`config.mk`:
```
export PLATFORM = sky130hd
export DESIGN_NAME = cpu_exception_vector_reset_unit
export DESIGN_NICKNAME = d
export VERILOG_FILES = /design/src/inc/exc_pkg.sv /design/src/inc/irq_arb_if.sv /design/src/rtl/pin_sync.sv /design/src/rtl/maskable_arbiter.sv /design/src/rtl/cpu_exception_vector_reset_unit.sv
export SDC_FILE = /design/constraint.sdc
export NUM_CORES = 1
export LEC_CHECK = 0
export BUFFER_PORTS_ARGS = -buffer_cell sky130_fd_sc_hd__buf_4
export CAP_MARGIN = 20
export CORE_ASPECT_RATIO = 0.7
export CORE_MARGIN = 10
export CORE_UTILIZATION = 50
export CTS_BUF_LIST = sky130_fd_sc_hd__clkbuf_16
export CTS_CLUSTER_SIZE = 28
export DETAILED_ROUTE_END_ITERATION = 16
export GPL_TIMING_DRIVEN = 1
export PLACE_DENSITY = 0.71
export SLEW_MARGIN = 20
export SYNTH_ARGS = -nofsm -noshare
export SYNTH_HDL_FRONTEND = slang
export SYNTH_HIERARCHICAL = 1
export SYNTH_SLANG_ARGS = --single-unit
```
`constraint.sdc`:
```
create_clock -name core_clk_i -period 35.9 [get_ports core_clk_i]
set_input_delay 1.795 -clock core_clk_i [delete_from_list [all_inputs] [get_ports core_clk_i]]
set_output_delay 1.795 -clock core_clk_i [all_outputs]
set_load 0.01 [all_outputs]
```
`src/inc/exc_pkg.sv`:
```
// Constants, types and helpers shared by the exception and reset unit.
// Assumes a single 100 MHz processor clock for all of its users.
package exc_pkg;

  // ---------------------------------------------------------------
  // Register indices on the plain register port
  // ---------------------------------------------------------------
  localparam logic [3:0] A_STATUS = 4'h0;
  localparam logic [3:0] A_IP = 4'h1;
  localparam logic [3:0] A_CS = 4'h2;
  localparam logic [3:0] A_DS = 4'h3;
  localparam logic [3:0] A_ES = 4'h4;
  localparam logic [3:0] A_SS = 4'h5;
  localparam logic [3:0] A_RELOC = 4'h6;
  localparam logic [3:0] A_UMSEL = 4'h7;
  localparam logic [3:0] A_PRIO_A = 4'h8;
  localparam logic [3:0] A_PRIO_B = 4'h9;
  localparam logic [3:0] A_VBASE = 4'ha;
  localparam logic [3:0] A_VTYPE = 4'hb;
  localparam logic [3:0] A_PEND = 4'hc;

  // ---------------------------------------------------------------
  // Reset values and field positions
  // ---------------------------------------------------------------
  localparam logic [15:0] RST_STATUS = 16'hf002;
  localparam logic [15:0] RST_CS = 16'hffff;
  localparam logic [15:0] RST_ZERO = 16'h0000;
  localparam logic [15:0] RST_RELOC = 16'h20ff;
  localparam logic [15:0] RST_UMSEL = 16'hfffb;
  localparam int STEP_BIT = 8;
  localparam int IF_BIT = 9;
  localparam int OF_BIT = 11;
  localparam int SLAVE_BIT = 15;
  localparam logic [15:0] SW_CLR_MASK = 16'h0300;
  localparam logic [4:0] COP_HI = 5'h1b;
  localparam logic [19:0] RESTART_ADDR = 20'hffff0;

  // ---------------------------------------------------------------
  // Vector types
  // ---------------------------------------------------------------
  localparam logic [7:0] VT_QUOT = 8'h00;
  localparam logic [7:0] VT_STEP = 8'h01;
  localparam logic [7:0] VT_NMI = 8'h02;
  localparam logic [7:0] VT_BRK = 8'h03;
  localparam logic [7:0] VT_OVF = 8'h04;
  localparam logic [7:0] VT_BOUND = 8'h05;
  localparam logic [7:0] VT_UNDEF = 8'h06;
  localparam logic [7:0] VT_COP = 8'h07;
  localparam logic [7:0] VT_TMR0 = 8'h08;
  localparam logic [7:0] VT_TMR1 = 8'h12;
  localparam logic [7:0] VT_TMR2 = 8'h13;
  localparam logic [7:0] VT_DMA0 = 8'h0a;
  localparam logic [7:0] VT_DMA1 = 8'h0b;
  localparam logic [7:0] VT_EXT0 = 8'h0c;

  // ---------------------------------------------------------------
  // Timing
  // ---------------------------------------------------------------
  localparam int CLK_NS = 10;
  localparam int RST_DELAY_NS = 60;
  localparam logic [3:0] RST_DELAY_CYC = 4'((RST_DELAY_NS + CLK_NS - 1) / CLK_NS);

  typedef enum logic [2:0] {
    ST_RESET = 3'b000,
    ST_RUN = 3'b001,
    ST_PUSH_SW = 3'b010,
    ST_PUSH_CS = 3'b011,
    ST_PUSH_IP = 3'b100,
    ST_VECTOR = 3'b101
  } seq_t;

  function automatic logic [9:0] vec_addr(input logic [7:0] vt);
    vec_addr = {vt, 2'b00};
  endfunction : vec_addr

endpackage : exc_pkg

```
`src/inc/irq_arb_if.sv`:
```
// Signals between the sequencer and the maskable request arbiter.
// Assumes both ends run on the processor clock.
`timescale 1ns/1ps
interface irq_arb_if;
  logic [6:0] pend;
  logic [2:0] tmr_pend;
  logic [20:0] lvl;
  logic slave;
  logic [15:0] vbase;
  logic hit;
  logic [7:0] vtype;
  logic [8:0] ack;
  modport core (output pend, tmr_pend, lvl, slave, vbase, input hit, vtype, ack);
  modport arb (input pend, tmr_pend, lvl, slave, vbase, output hit, vtype, ack);
endinterface : irq_arb_if

```
`src/rtl/pin_sync.sv`:
```
// Two-flop synchroniser for pin inputs.
// Assumes the pins are asynchronous to core_clk_i.
`timescale 1ns/1ps
module pin_sync #(
  parameter int W = 5
) (
  input wire logic core_clk_i,
  input wire logic rstn_i,
  input wire logic ce_i,
  input wire logic [W-1:0] d_i,
  output logic [W-1:0] q_o
);
  typedef struct packed {
    logic [W-1:0] s1;
    logic [W-1:0] s2;
  } sync_t;
  sync_t s, n;

  always_comb begin
    n.s1 = d_i;
    n.s2 = s.s1;
  end

  always_ff @(posedge core_clk_i or negedge rstn_i) begin
    if (!rstn_i) begin
      s <= '0;
    end else if (ce_i) begin
      s <= n;
    end
  end

  assign q_o = s.s2;
endmodule : pin_sync

```
`src/rtl/maskable_arbiter.sv`:
```
// Picks the maskable request to serve and its vector type.
// Assumes request levels are already on the processor clock.
`timescale 1ns/1ps
module maskable_arbiter import exc_pkg::*; (
  irq_arb_if.arb bus
);
  function automatic logic all_unique(input logic [20:0] l);
    all_unique = 1'b1;
    for (int i = 0; i < 7; i++) begin
      for (int j = i + 1; j < 7; j++) begin
        if (l[3*i +: 3] == l[3*j +: 3]) begin
          all_unique = 1'b0;
        end
      end
    end
  endfunction : all_unique

  logic uniq;
  logic [2:0] best;
  logic [2:0] best_lvl;

  // Programmed levels only count once every source has its own level.
  always_comb begin
    uniq = all_unique(bus.lvl);
    best = 3'd0;
    best_lvl = 3'd7;
    bus.hit = 1'b0;
    bus.vtype = 8'h00;
    bus.ack = '0;
    for (int i = 6; i >= 0; i--) begin
      if (bus.pend[i] && (!uniq || bus.lvl[3*i +: 3] <= best_lvl || !bus.hit)) begin
        if (!bus.hit || !uniq || bus.lvl[3*i +: 3] <= best_lvl) begin
          best = 3'(i);
          best_lvl = bus.lvl[3*i +: 3];
          bus.hit = 1'b1;
        end
      end
    end
    if (bus.hit) begin
      case (best)
        3'd0: begin
          // Timers share one level; timer 0 wins over 1, and 1 over 2.
          if (bus.tmr_pend[0]) begin
            bus.vtype = bus.slave ? bus.vbase[7:0] : VT_TMR0;
            bus.ack[0] = 1'b1;
          end else if (bus.tmr_pend[1]) begin
            bus.vtype = bus.slave ? 8'(bus.vbase[7:0] + 8'h01) : VT_TMR1;
            bus.ack[1] = 1'b1;
          end else begin
            bus.vtype = bus.slave ? 8'(bus.vbase[7:0] + 8'h02) : VT_TMR2;
            bus.ack[2] = 1'b1;
          end
        end
        3'd1: begin
          bus.vtype = bus.slave ? bus.vbase[15:8] : VT_DMA0;
          bus.ack[3] = 1'b1;
        end
        3'd2: begin
          bus.vtype = bus.slave ? 8'(bus.vbase[15:8] + 8'h01) : VT_DMA1;
          bus.ack[4] = 1'b1;
        end
        default: begin
          bus.vtype = 8'(VT_EXT0 + 8'(best - 3'd3));
          bus.ack[5 + 32'(best - 3'd3)] = 1'b1;
        end
      endcase
    end
  end
endmodule : maskable_arbiter

```
`src/rtl/cpu_exception_vector_reset_unit.sv`:
```
// Exception, interrupt entry and reset sequencer of the processor core.
// Assumes the core pulses instr_done_i at each instruction boundary
// and waits while run_o is low.
//
// What this block does
// - Single step traps type 1, except listed instructions.
// - Step entry clears step flag; return restores it.
// - NMI is type 2, unmasked, no acknowledge.
// - NMI entry clears the enable flag.
// - Breakpoint is type 3, table index 12.
// - Overflow trap type 4 only if overflow.
// - Range check out of bounds traps type 5.
// - Undefined opcode traps type 6.
// - Escape opcodes always trap type 7.
// - Escape return points at escape or prefix.
// - Pins, DMA, timers accepted only when enabled.
// - Entry clears enable flag after saving status.
// - Return re-enabling serves pending request first.
// - Timers share level, order 0,1,2; types 8,18,19.
// - Default priority unless levels unique; fixed types.
// - Slave mode makes timer, DMA types programmable.
// - Reset stops all execution and bus activity.
// - After reset delay fetch from FFFF0.
// - Reset loads status, segments, pointer values.
// - Reset loads relocation and upper select values.
// - Vector read at type times four.
// - Hardware requests sampled at instruction boundaries.
// - Entry pushes status, code segment, pointer.
// - Divide overflow traps type 0.
//
// The register offsets and strobed register access were chosen for this implementation.
`timescale 1ns/1ps
module cpu_exception_vector_reset_unit import exc_pkg::*; (
  input wire logic core_clk_i,
  input wire logic rstn_i,
  input wire logic ce_i,
  input wire logic [3:0] reg_addr_i,
  input wire logic [15:0] reg_wdata_i,
  input wire logic reg_wr_i,
  input wire logic reg_rd_i,
  output logic [15:0] reg_rdata_o,
  input wire logic nmi_pin_i,
  input wire logic [3:0] ext_request_pins_i,
  input wire logic [2:0] tmr_req_i,
  input wire logic [1:0] dma_req_i,
  output logic [8:0] src_ack_o,
  input wire logic instr_done_i,
  input wire logic prefix_i,
  input wire logic seg_write_i,
  input wire logic wait_i,
  input wire logic [7:0] opcode_i,
  input wire logic undef_i,
  input wire logic brk_i,
  input wire logic ovf_trap_i,
  input wire logic range_chk_i,
  input wire logic [15:0] index_i,
  input wire logic [15:0] bound_lo_i,
  input wire logic [15:0] bound_hi_i,
  input wire logic quot_ovf_i,
  input wire logic seg_prefix_i,
  input wire logic ret_instr_i,
  input wire logic [15:0] ret_sw_i,
  input wire logic [15:0] instr_ip_i,
  input wire logic [15:0] prefix_ip_i,
  input wire logic [15:0] next_ip_i,
  output logic run_o,
  output logic push_o,
  output logic [15:0] push_data_o,
  output logic vec_req_o,
  output logic [9:0] vec_addr_o,
  output logic [7:0] vec_type_o,
  output logic fetch_req_o,
  output logic [19:0] fetch_addr_o
);

  // ---------------------------------------------------------------
  // State
  // ---------------------------------------------------------------
  typedef struct packed {
    seq_t st;
    logic [3:0] cnt;
    logic [15:0] sw;
    logic [15:0] ip;
    logic [15:0] cs;
    logic [15:0] ds;
    logic [15:0] es;
    logic [15:0] ss;
    logic [15:0] reloc;
    logic [15:0] umsel;
    logic [15:0] prio_a;
    logic [15:0] prio_b;
    logic [15:0] vbase;
    logic [15:0] saved_sw;
    logic [15:0] ret_ip;
    logic [15:0] pdata;
    logic [15:0] rdata;
    logic [7:0] vtype;
    logic nmi_prev;
    logic nmi_pend;
    logic push;
    logic vreq;
    logic freq;
    logic [8:0] ack;
  } state_t;

  localparam state_t RST_STATE = '{
    st: ST_RESET, cnt: 4'h0, sw: RST_STATUS, ip: RST_ZERO, cs: RST_CS,
    ds: RST_ZERO, es: RST_ZERO, ss: RST_ZERO, reloc: RST_RELOC,
    umsel: RST_UMSEL, prio_a: RST_ZERO, prio_b: RST_ZERO, vbase: RST_ZERO,
    saved_sw: RST_ZERO, ret_ip: RST_ZERO, pdata: RST_ZERO, rdata: RST_ZERO,
    vtype: 8'h00, nmi_prev: 1'b0, nmi_pend: 1'b0, push: 1'b0, vreq: 1'b0,
    freq: 1'b0, ack: 9'h000
  };

  state_t s, n;
  logic [4:0] pins_s;
  logic nmi_edge;
  logic boundary;
  logic cop_op;
  logic bound_bad;
  logic exc;
  logic step;
  logic take_irq;
  logic [15:0] nsw;
  logic [7:0] exc_type;

  irq_arb_if arb();

  // The pins come from outside; timer and DMA requests are on-chip.
  pin_sync #(.W(5)) u_sync (
    .core_clk_i(core_clk_i),
    .rstn_i(rstn_i),
    .ce_i(ce_i),
    .d_i({nmi_pin_i, ext_request_pins_i}),
    .q_o(pins_s)
  );

  maskable_arbiter u_arb (
    .bus(arb.arb)
  );

  assign arb.pend = {pins_s[3:0], dma_req_i, |tmr_req_i};
  assign arb.tmr_pend = tmr_req_i;
  assign arb.lvl = {s.prio_b[8:0], s.prio_a[11:0]};
  assign arb.slave = s.prio_b[SLAVE_BIT];
  assign arb.vbase = s.vbase;

  function automatic logic out_of_range(input logic [15:0] i, input logic [15:0] lo,
                                        input logic [15:0] hi);
    out_of_range = ($signed(i) < $signed(lo)) || ($signed(i) > $signed(hi));
  endfunction : out_of_range

  // ---------------------------------------------------------------
  // Next state
  // ---------------------------------------------------------------
  always_comb begin
    n = s;
    n.push = 1'b0;
    n.vreq = 1'b0;
    n.freq = 1'b0;
    n.ack = '0;
    n.rdata = '0;
    nmi_edge = pins_s[4] & ~s.nmi_prev;
    n.nmi_prev = pins_s[4];
    if (nmi_edge) begin
      n.nmi_pend = 1'b1;
    end
    boundary = (s.st == ST_RUN) && instr_done_i;
    cop_op = opcode_i[7:3] == COP_HI;
    bound_bad = range_chk_i && out_of_range(index_i, bound_lo_i, bound_hi_i);
    exc = quot_ovf_i | undef_i | cop_op | bound_bad | (ovf_trap_i & s.sw[OF_BIT]) | brk_i;
    if (quot_ovf_i) begin
      exc_type = VT_QUOT;
    end else if (undef_i) begin
      exc_type = VT_UNDEF;
    end else if (cop_op) begin
      exc_type = VT_COP;
    end else if (bound_bad) begin
      exc_type = VT_BOUND;
    end else if (ovf_trap_i && s.sw[OF_BIT]) begin
      exc_type = VT_OVF;
    end else begin
      exc_type = VT_BRK;
    end
    // The step check uses the flag in force before this instruction.
    step = s.sw[STEP_BIT] & ~prefix_i & ~seg_write_i & ~wait_i;
    nsw = ret_instr_i ? ret_sw_i : s.sw;
    take_irq = arb.hit & nsw[IF_BIT];

    if (reg_wr_i) begin
      case (reg_addr_i)
        A_STATUS: n.sw = reg_wdata_i;
        A_IP: n.ip = reg_wdata_i;
        A_CS: n.cs = reg_wdata_i;
        A_DS: n.ds = reg_wdata_i;
        A_ES: n.es = reg_wdata_i;
        A_SS: n.ss = reg_wdata_i;
        A_RELOC: n.reloc = reg_wdata_i;
        A_UMSEL: n.umsel = reg_wdata_i;
        A_PRIO_A: n.prio_a = {4'h0, reg_wdata_i[11:0]};
        A_PRIO_B: n.prio_b = {reg_wdata_i[15], 6'h00, reg_wdata_i[8:0]};
        A_VBASE: n.vbase = reg_wdata_i;
        default: n.rdata = '0;
      endcase
    end
    if (reg_rd_i) begin
      case (reg_addr_i)
        A_STATUS: n.rdata = s.sw;
        A_IP: n.rdata = s.ip;
        A_CS: n.rdata = s.cs;
        A_DS: n.rdata = s.ds;
        A_ES: n.rdata = s.es;
        A_SS: n.rdata = s.ss;
        A_RELOC: n.rdata = s.reloc;
        A_UMSEL: n.rdata = s.umsel;
        A_PRIO_A: n.rdata = s.prio_a;
        A_PRIO_B: n.rdata = s.prio_b;
        A_VBASE: n.rdata = s.vbase;
        A_VTYPE: n.rdata = {5'h00, s.st, s.vtype};
        A_PEND: n.rdata = {8'h00, s.nmi_pend, arb.pend};
        default: n.rdata = '0;
      endcase
    end

    case (s.st)
      ST_RESET: begin
        // Nothing runs until the internal delay after release.
        if (s.cnt == RST_DELAY_CYC) begin
          n.freq = 1'b1;
          n.st = ST_RUN;
        end else begin
          n.cnt = s.cnt + 4'h1;
        end
      end
      ST_RUN: begin
        if (boundary) begin
          n.ip = next_ip_i;
          n.sw = nsw;
          n.ret_ip = next_ip_i;
          if (exc | step | s.nmi_pend | take_irq) begin
            // Save first, then clear the enable and step flags.
            n.saved_sw = nsw;
            n.sw = nsw & ~SW_CLR_MASK;
            n.st = ST_PUSH_SW;
            if (exc) begin
              n.vtype = exc_type;
              if (exc_type == VT_COP) begin
                n.ret_ip = seg_prefix_i ? prefix_ip_i : instr_ip_i;
              end
            end else if (step) begin
              n.vtype = VT_STEP;
            end else if (s.nmi_pend) begin
              n.vtype = VT_NMI;
              n.nmi_pend = nmi_edge;
            end else begin
              n.vtype = arb.vtype;
              n.ack = arb.ack;
            end
          end
        end
      end
      ST_PUSH_SW: begin
        n.push = 1'b1;
        n.pdata = s.saved_sw;
        n.st = ST_PUSH_CS;
      end
      ST_PUSH_CS: begin
        n.push = 1'b1;
        n.pdata = s.cs;
        n.st = ST_PUSH_IP;
      end
      ST_PUSH_IP: begin
        n.push = 1'b1;
        n.pdata = s.ret_ip;
        n.st = ST_VECTOR;
      end
      ST_VECTOR: begin
        n.vreq = 1'b1;
        n.st = ST_RUN;
      end
      default: n.st = ST_RESET;
    endcase
  end

  // Reset constants cover every architectural register.
  always_ff @(posedge core_clk_i or negedge rstn_i) begin
    if (!rstn_i) begin
      s <= RST_STATE;
    end else if (ce_i) begin
      s <= n;
    end
  end

  // ---------------------------------------------------------------
  // Outputs
  // ---------------------------------------------------------------
  // The core must not retire an instruction while a vector or restart loads.
  assign run_o = (s.st == ST_RUN) && !s.vreq && !s.freq;
  assign reg_rdata_o = s.rdata;
  assign src_ack_o = s.ack;
  assign push_o = s.push;
  assign push_data_o = s.pdata;
  assign vec_req_o = s.vreq;
  assign vec_type_o = s.vtype;
  assign vec_addr_o = vec_addr(s.vtype);
  assign fetch_req_o = s.freq;
  assign fetch_addr_o = 20'({s.cs, 4'h0} + {4'h0, s.ip});
endmodule : cpu_exception_vector_reset_unit

```
Word-level counts from Yosys, hierarchy flattened
Index checks and enable logic that the tools add are counted.
W data, S select, Z words.
- multiplexer cells: 130
- bitwise logic cells: 19
- reductions and logical operators: 70
- $lt $le $gt $ge: 10
- equal/unequal tests: 46
- add/sub/neg operators: 9
- operators by type and width (kind ; count):
    $mux W16 ; 16
    $pmux W16 S13 ; 1
    $mux W176 ; 1
    $mux W8 ; 12
    $mux W3 ; 31
    $mux W32 ; 2
    $eq A3 B3 Y1 ; 21
    $mux W9 ; 7
    $mux W1 ; 49
    $pmux W16 S3 ; 1
    $reduce_and A3 Y1 ; 11
    $add A3 B32 Y32 const A ; 1
    $ge A32 B1 Y1 const B ; 1
    $lt A32 B5 Y1 const B ; 1
    $logic_or A1 B1 Y1 ; 25
    $pmux W8 S3 ; 1
    $add A20 B16 Y20 ; 1
    $eq A4 B3 Y1 const B ; 5
    $eq A4 B4 Y1 const B ; 5
    $le A3 B3 Y1 ; 6
    $pmux W3 S6 ; 1
    $add A8 B1 Y8 const B ; 2
    $gt A16 B16 Y1 ; 1
    $lt A16 B16 Y1 ; 1
    other kinds (32) ; 81
- input port bits: 166
- flip-flop bits (word level): 269
- word-level logic and storage cells: 310

Longest topological paths before layout
- depth in word-level cells: 66
- gate-level depth with buffers: 55

Hierarchy
The synthesis kept the hierarchy.
- modules (own cells, without submodules) (module ; sequential area each (um2) ; cells each ; area each (um2) ; instances):
    cpu_exception_vector_reset_unit ; 6537.5 ; 1333 ; 14051.0 ; 1
    maskable_arbiter ; 0.0 ; 379 ; 2785.2 ; 1
    pin_sync ; 250.2 ; 21 ; 411.6 ; 1

Least setup slack after synthesis
No wires, ideal clock.
- path type: flip-flop to flip-flop
- start: register s, in the netlist arb.lvl[11]
- end: register s, in the netlist vec_type_o[0]
- data required time: 35.835 ns
- setup slack: 24.597 ns
- stages on the path, launching flop included: 50
- buffers on the path: 2
- arrival time: 11.238 ns
- path through: dfrtp_1 buf_4 xor2_1 nor3_1 nor4_1 nand4_2 o41ai_4 mux2i_1 inv_1 ha_1 nor2b_1 o21a_1 o221ai_1 o31ai_1 mux2_2 ha_1 a31oi_1 o21ai_0 [14 not listed] ha_1 nor2b_1 o21a_1 o21ai_0 o41ai_2 nand2_1 a21oi_1 inv_1 ha_1 clkbuf_1 nor3_1 o21ai_0 a21oi_1 inv_1 o21ai_0 nand2_1 a2111oi_0 a21o_1
- longest elaborated chain between the ends: 57
- elaborated cells between the ends (all ways): 113
- those cells by class: add/sub (2); order compare (5); eq/ne (8); mux (58); bitwise (2); reduce/logical (38)
- ends and longest elaborated chain (what ; RTL line ; RTL):
    start: declaration ; cpu_exception_vector_reset_unit.sv:115 ; state_t s, n;
    start signal: assignment ; cpu_exception_vector_reset_unit.sv:290 ; s <= n;
    $eq A3 B3 Y1 ; maskable_arbiter.sv:11 ; if (l[3*i +: 3] == l[3*j +: 3]) begin
    $mux W1 (19 in a row) ; maskable_arbiter.sv:11 ;
    $logic_not A1 Y1 ; -- ;
    $logic_or A1 B1 Y1, on equally long branches (2 in a row) ; maskable_arbiter.sv:32, maskable_arbiter.sv:31 ;
    $mux W3, or another cell as far along ; maskable_arbiter.sv:32 ; if (!bus.hit || !uniq || bus.lvl[3*i +: 3] <= best_lvl) begin
    $mux W3 or $mux W1 (tied branches) ; maskable_arbiter.sv:31 ; if (bus.pend[i] && (!uniq || bus.lvl[3*i +: 3] <= best_lvl || !bus.hit)) begin
    $le A3 B3 Y1 or $logic_not A1 Y1 (tied branches) ; maskable_arbiter.sv:31, maskable_arbiter.sv:32 ;
    $logic_or A1 B1 Y1, on equally long branches (2 in a row) ; maskable_arbiter.sv:31, maskable_arbiter.sv:32 ;
    [22 not listed] ; -- ;
    $sub A3 B2 Y4 ; maskable_arbiter.sv:63 ; bus.vtype = 8'(VT_EXT0 + 8'(best - 3'd3));
    $add A4 B8 Y8 ; maskable_arbiter.sv:63 ;
    $pmux W8 S3 ; maskable_arbiter.sv:40 ; case (best)
    $mux W8 (*) ; maskable_arbiter.sv:39 ; if (bus.hit) begin
    named net arb.vtype[0] ; irq_arb_if.sv:11 ; logic [7:0] vtype;
    $mux W8 (*) ; cpu_exception_vector_reset_unit.sv:252 ; end else if (s.nmi_pend) begin
    $mux W8 (*) ; cpu_exception_vector_reset_unit.sv:250 ; end else if (step) begin
    $mux W8 (*) ; cpu_exception_vector_reset_unit.sv:245 ; if (exc) begin
Mark *: on every way through the listed nets, which the timed path passes. The rest lies on a longest branch.
A chain may end at the register's enable or synchronous reset.

Worst setup path in the final report
- start: register s, in the netlist arb.lvl[6]
- end: register s, in the netlist vec_type_o[0]
- longest elaborated chain between the ends: 58
- elaborated cells between the ends (all ways): 114
- those cells by class: add/sub (2); order compare (5); eq/ne (8); mux (59); bitwise (2); reduce/logical (38)
- ends and longest elaborated chain (what ; RTL line):
    $eq A3 B3 Y1 ; maskable_arbiter.sv:11
    $mux W1 (20 in a row) ; maskable_arbiter.sv:11
    $logic_not A1 Y1 ; --
    $logic_or A1 B1 Y1, on equally long branches (2 in a row) ; maskable_arbiter.sv:32, maskable_arbiter.sv:31
    $mux W3, or another cell as far along ; maskable_arbiter.sv:32
    $mux W3 or $mux W1 (tied branches) ; maskable_arbiter.sv:31
    $le A3 B3 Y1 or $logic_not A1 Y1 (tied branches) ; maskable_arbiter.sv:31, maskable_arbiter.sv:32
    $logic_or A1 B1 Y1, on equally long branches (2 in a row) ; maskable_arbiter.sv:31, maskable_arbiter.sv:32
    [22 not listed] ; --
    $sub A3 B2 Y4 ; maskable_arbiter.sv:63
    $add A4 B8 Y8 ; maskable_arbiter.sv:63
    $pmux W8 S3 ; maskable_arbiter.sv:40
    $mux W8 (*) ; maskable_arbiter.sv:39
    named net arb.vtype[0] ; irq_arb_if.sv:11
    $mux W8 (*) ; cpu_exception_vector_reset_unit.sv:252
    $mux W8 (*) ; cpu_exception_vector_reset_unit.sv:250
    $mux W8 (*) ; cpu_exception_vector_reset_unit.sv:245
Marked as above.

==> flow_metrics.env <==
export IMPL_nets=2075
export IMPL_seq_area_frac_synth=0.394
export IMPL_clock_root_buffer="clkbuf_16"
export IMPL_fin_ws_ps=21760
export IMPL_crit_required_ps=36400
export IMPL_num_io_pins=249
export IMPL_async_flop_share=1.00
export IMPL_critPathKind="reg2reg"
export IMPL_slowest_delay_ps=800
export IMPL_maxCapViolCount=0
export IMPL_start_util=0.511
export IMPL_ant_nets=0
export IMPL_die_area_mm2=0.0424
export IMPL_dr_total_vias=14603
export IMPL_min_path_type="reg2reg"
export IMPL_cts_repair_resized=0
export IMPL_ys_top_cells_by_area="dfrtp_1 (32%), mux2_2 (10%), dfstp_2 (6.9%), ha_1 (5.4%), buf_4 (3.4%)"
export IMPL_clkSlewWorstSetupHoldPaths_ps=60
export IMPL_synth_edff_count=0
export IMPL_status="completed"
export IMPL_grt_max_degree=160
export IMPL_drc=0
export IMPL_antenna_found_initial=2
export IMPL_wl_mm=59.4
export IMPL_cts_setup_buffers=0
export IMPL_power_density_mw_per_mm2=62.3
export IMPL_dp_hpwl_mm=44.2
export IMPL_yosysUniqueCellTypes=89
export IMPL_vdd_drop_max_mv=0.0406
export IMPL_cts_hold_buffers_added=0
export IMPL_finalHoldViolCount=0
export IMPL_synth_warning_count=6
export IMPL_grt_pass1_wl_mm=89.5
export IMPL_fin_crit_ps=14140
export IMPL_tightest_slew_ps=1110
export IMPL_netlist_instances=1733
export IMPL_track_usage=0.269
export IMPL_cp_start_kind="flop"
export IMPL_gp_congestion=0.986
export IMPL_diodes=0
export IMPL_rsz0062_at_grt="no"
export IMPL_port_buffers=243
export IMPL_post_route_period_util=0.394
export IMPL_endpoint_kind="flop"
export IMPL_ys_ff_latch=269
export IMPL_cts_buffers_inserted=27
export IMPL_overflow=0
export IMPL_fillers=2926
export IMPL_die_h_um=175
export IMPL_slew_headroom=0.257
export IMPL_r2r_slack_ps=21760
export IMPL_floorplan_rows=56
export IMPL_vias_per_cell=6.30
export IMPL_htree_levels=1
export IMPL_power_leakage_nw=9.03
export IMPL_cts_tree="done"
export IMPL_yosysTopAreaCell="dfrtp_1"
export IMPL_grt_pass1_vias=14333
export IMPL_syn2layout_area_growth_pct=13.7
export IMPL_netlist_area_mm2=0.0172
export IMPL_setup_viol=0
export IMPL_clk_latency_ps=570
export IMPL_dp_slack_ps=22160
export IMPL_core_mm2=0.0338
export IMPL_synth_main_ff_cell="dfrtp_1"
export IMPL_cts_num_sinks=269
export IMPL_worstPathArrival_ps=14640
export IMPL_drt_pass1_iterations=7
export IMPL_yosysTopAreaCellShare=0.325
export IMPL_skew_ps=21.4
export IMPL_cp_max_fo=13
export IMPL_clockBufferDepth=3
export IMPL_routedWlPerCell_um=25.6
export IMPL_syn_area_per_cell_um2=9.95
export IMPL_cp_slowest_cell="nor3_1"
export IMPL_fin_setup_tns_ps=0
export IMPL_max_clock_freq_mhz=70.7
export IMPL_drtIter0Drc=1586
export IMPL_drive_above_1_share=0.299
export IMPL_drv_slew=0
export IMPL_fp_dieW_um=242
==> cells in the mapped netlist, types with 26 or more instances <==
cell type and number:
nand3_1 30, a22o_1 46, nor3_1 40, dfrtp_1 224, a31oi_1 35, nor2_1 93
a21oi_1 81, inv_1 68, mux2_2 158, a22oi_1 49, o21ai_0 89, clkbuf_1 86
xor2_1 56, nand2_1 116, ha_1 75, mux2i_1 26, dfstp_2 45, xnor2_1 30
buf_4 79, o22ai_1 29
==> sequential cells by signal, indices dropped and copies added, names as in the netlist <==
signal and count:
vec_req_o 1, arb.lvl 21, arb.vbase 16, src_ack_o 9, push_o 1, vec_type_o 8, u_sync/n 5, reg_rdata_o 16
arb.slave 1, fetch_req_o 1, push_data_o 16, u_sync/q_o 5, s 169
==> placed cells by master (no fill, tap or decap), types with 7 or more instances in the layout <==
master	synthesis	routed
o21a_1	8	8
a21o_1	22	22
nor3_1	40	36
mux2_4	11	11
a222oi_1	18	18
mux2_1	7	7
o21ai_0	89	89
and3_1	16	16
dfrtp_1	224	224
inv_1	68	75
xnor2_1	30	30
buf_4	79	259
a221oi_1	25	25
nor2b_1	13	12
nand4_1	8	8
clkinv_1	2	8
ha_1	75	75
o22ai_1	29	29
nand3_1	30	30
xor2_1	56	56
nand2_1	116	115
mux2i_1	26	26
a31oi_1	35	35
a21oi_1	81	80
nand2b_1	13	13
clkbuf_16	0	27
a22oi_1	49	49
a22o_1	46	46
dfstp_2	45	45
mux2_2	158	158
nor2_1	93	89
==> kinds of logic (layout without fill, tap and decap cells) <==
kind of cell,after synthesis,count (layout),synth area share
compound gates,469,469,0.192
simple gates,366,366,0.104
flops,269,269,0.394
buf+inv,263,383,0.0786
mux,202,202,0.132
xor+xnor,87,87,0.0446
fa+ha+maj,76,76,0.0556
other cells,1,2,0.000217
==> through the flow <==
| stage | cell area (µm²) | instances | hold slack [ps] | total power, W | util |
|---|---|---|---|---|---|
| floorplan | 17300 | 1734 | 416 | 0.000773 | - |
| global placement | 18800 | 2268 | 426 | 0.000923 | 0.556 |
| detailed placement | 18800 | 2268 | 441 | 0.000940 | 0.556 |
| CTS | 19600 | 2318 | 446 | 0.00121 | 0.580 |
| global route | 19600 | 2318 | 495 | 0.00129 | 0.581 |
| finish | 19600 | 2318 | 448 | 0.00122 | 0.581 |
==> worst paths after layout <==
kind | from | endpoint | cells after the start
min | s[13]$_DFFE_PN0P_ | s[12]$_DFFE_PN0P_ | 1
max reg2reg | arb.lvl[6]$_DFFE_PN0P_ | vec_type_o[0]$_DFFE_PN0P_ | 50
max in group asynchronous | rstn_i | reg_rdata_o[2]$_DFFE_PN0P_ | 2
min reg2reg | s[13]$_DFFE_PN0P_ | s[12]$_DFFE_PN0P_ | 1
min in group asynchronous | rstn_i | push_data_o[0]$_DFFE_PN0P_ | 1
max | arb.lvl[6]$_DFFE_PN0P_ | vec_type_o[0]$_DFFE_PN0P_ | 50
==> worst max-delay path: cells and delay by family (launching register included) <==
family          cells  cell delay, ps
compound gates     24            7000
simple gates       12            2790
fa+ha+maj           6            1800
mux                 3            1160
flops               1             750
buf+inv             4             340
xor+xnor            1             200
==> routing by layer <==
| metal | up-vias | track usage | share of wire |
|---|---|---|---|
| met5 | - | 0 | 0.00022 |
| li1 | 6462 | - | - |
| met4 | 2 | 0.0627 | 0.024 |
| met2 | 743 | 0.400 | 0.43 |
| met1 | 7289 | 0.358 | 0.42 |
| met3 | 107 | 0.111 | 0.13 |
==> report_power, final <==
group | switching, W | internal [W] | total, W
registers | 0.000115 | 0.000393 | 0.000508
clock network | 0.000124 | 0.000151 | 0.000275
logic | 0.000235 | 0.000205 | 0.000440
total | 0.000474 | 0.000748 | 0.00122
==> area by class of cell <==
cell class	instances	area, µm²	area share
clock buffers	27	676	0.0345
clock inverters	23	161	0.00823
inverters	72	270	0.0138
multi-input cells	1202	9160	0.467
flip-flops and latches	269	6790	0.346
well taps	464	581	0.0296
repair buffers	261	1980	0.101
(Power assumes the default switching activity.)
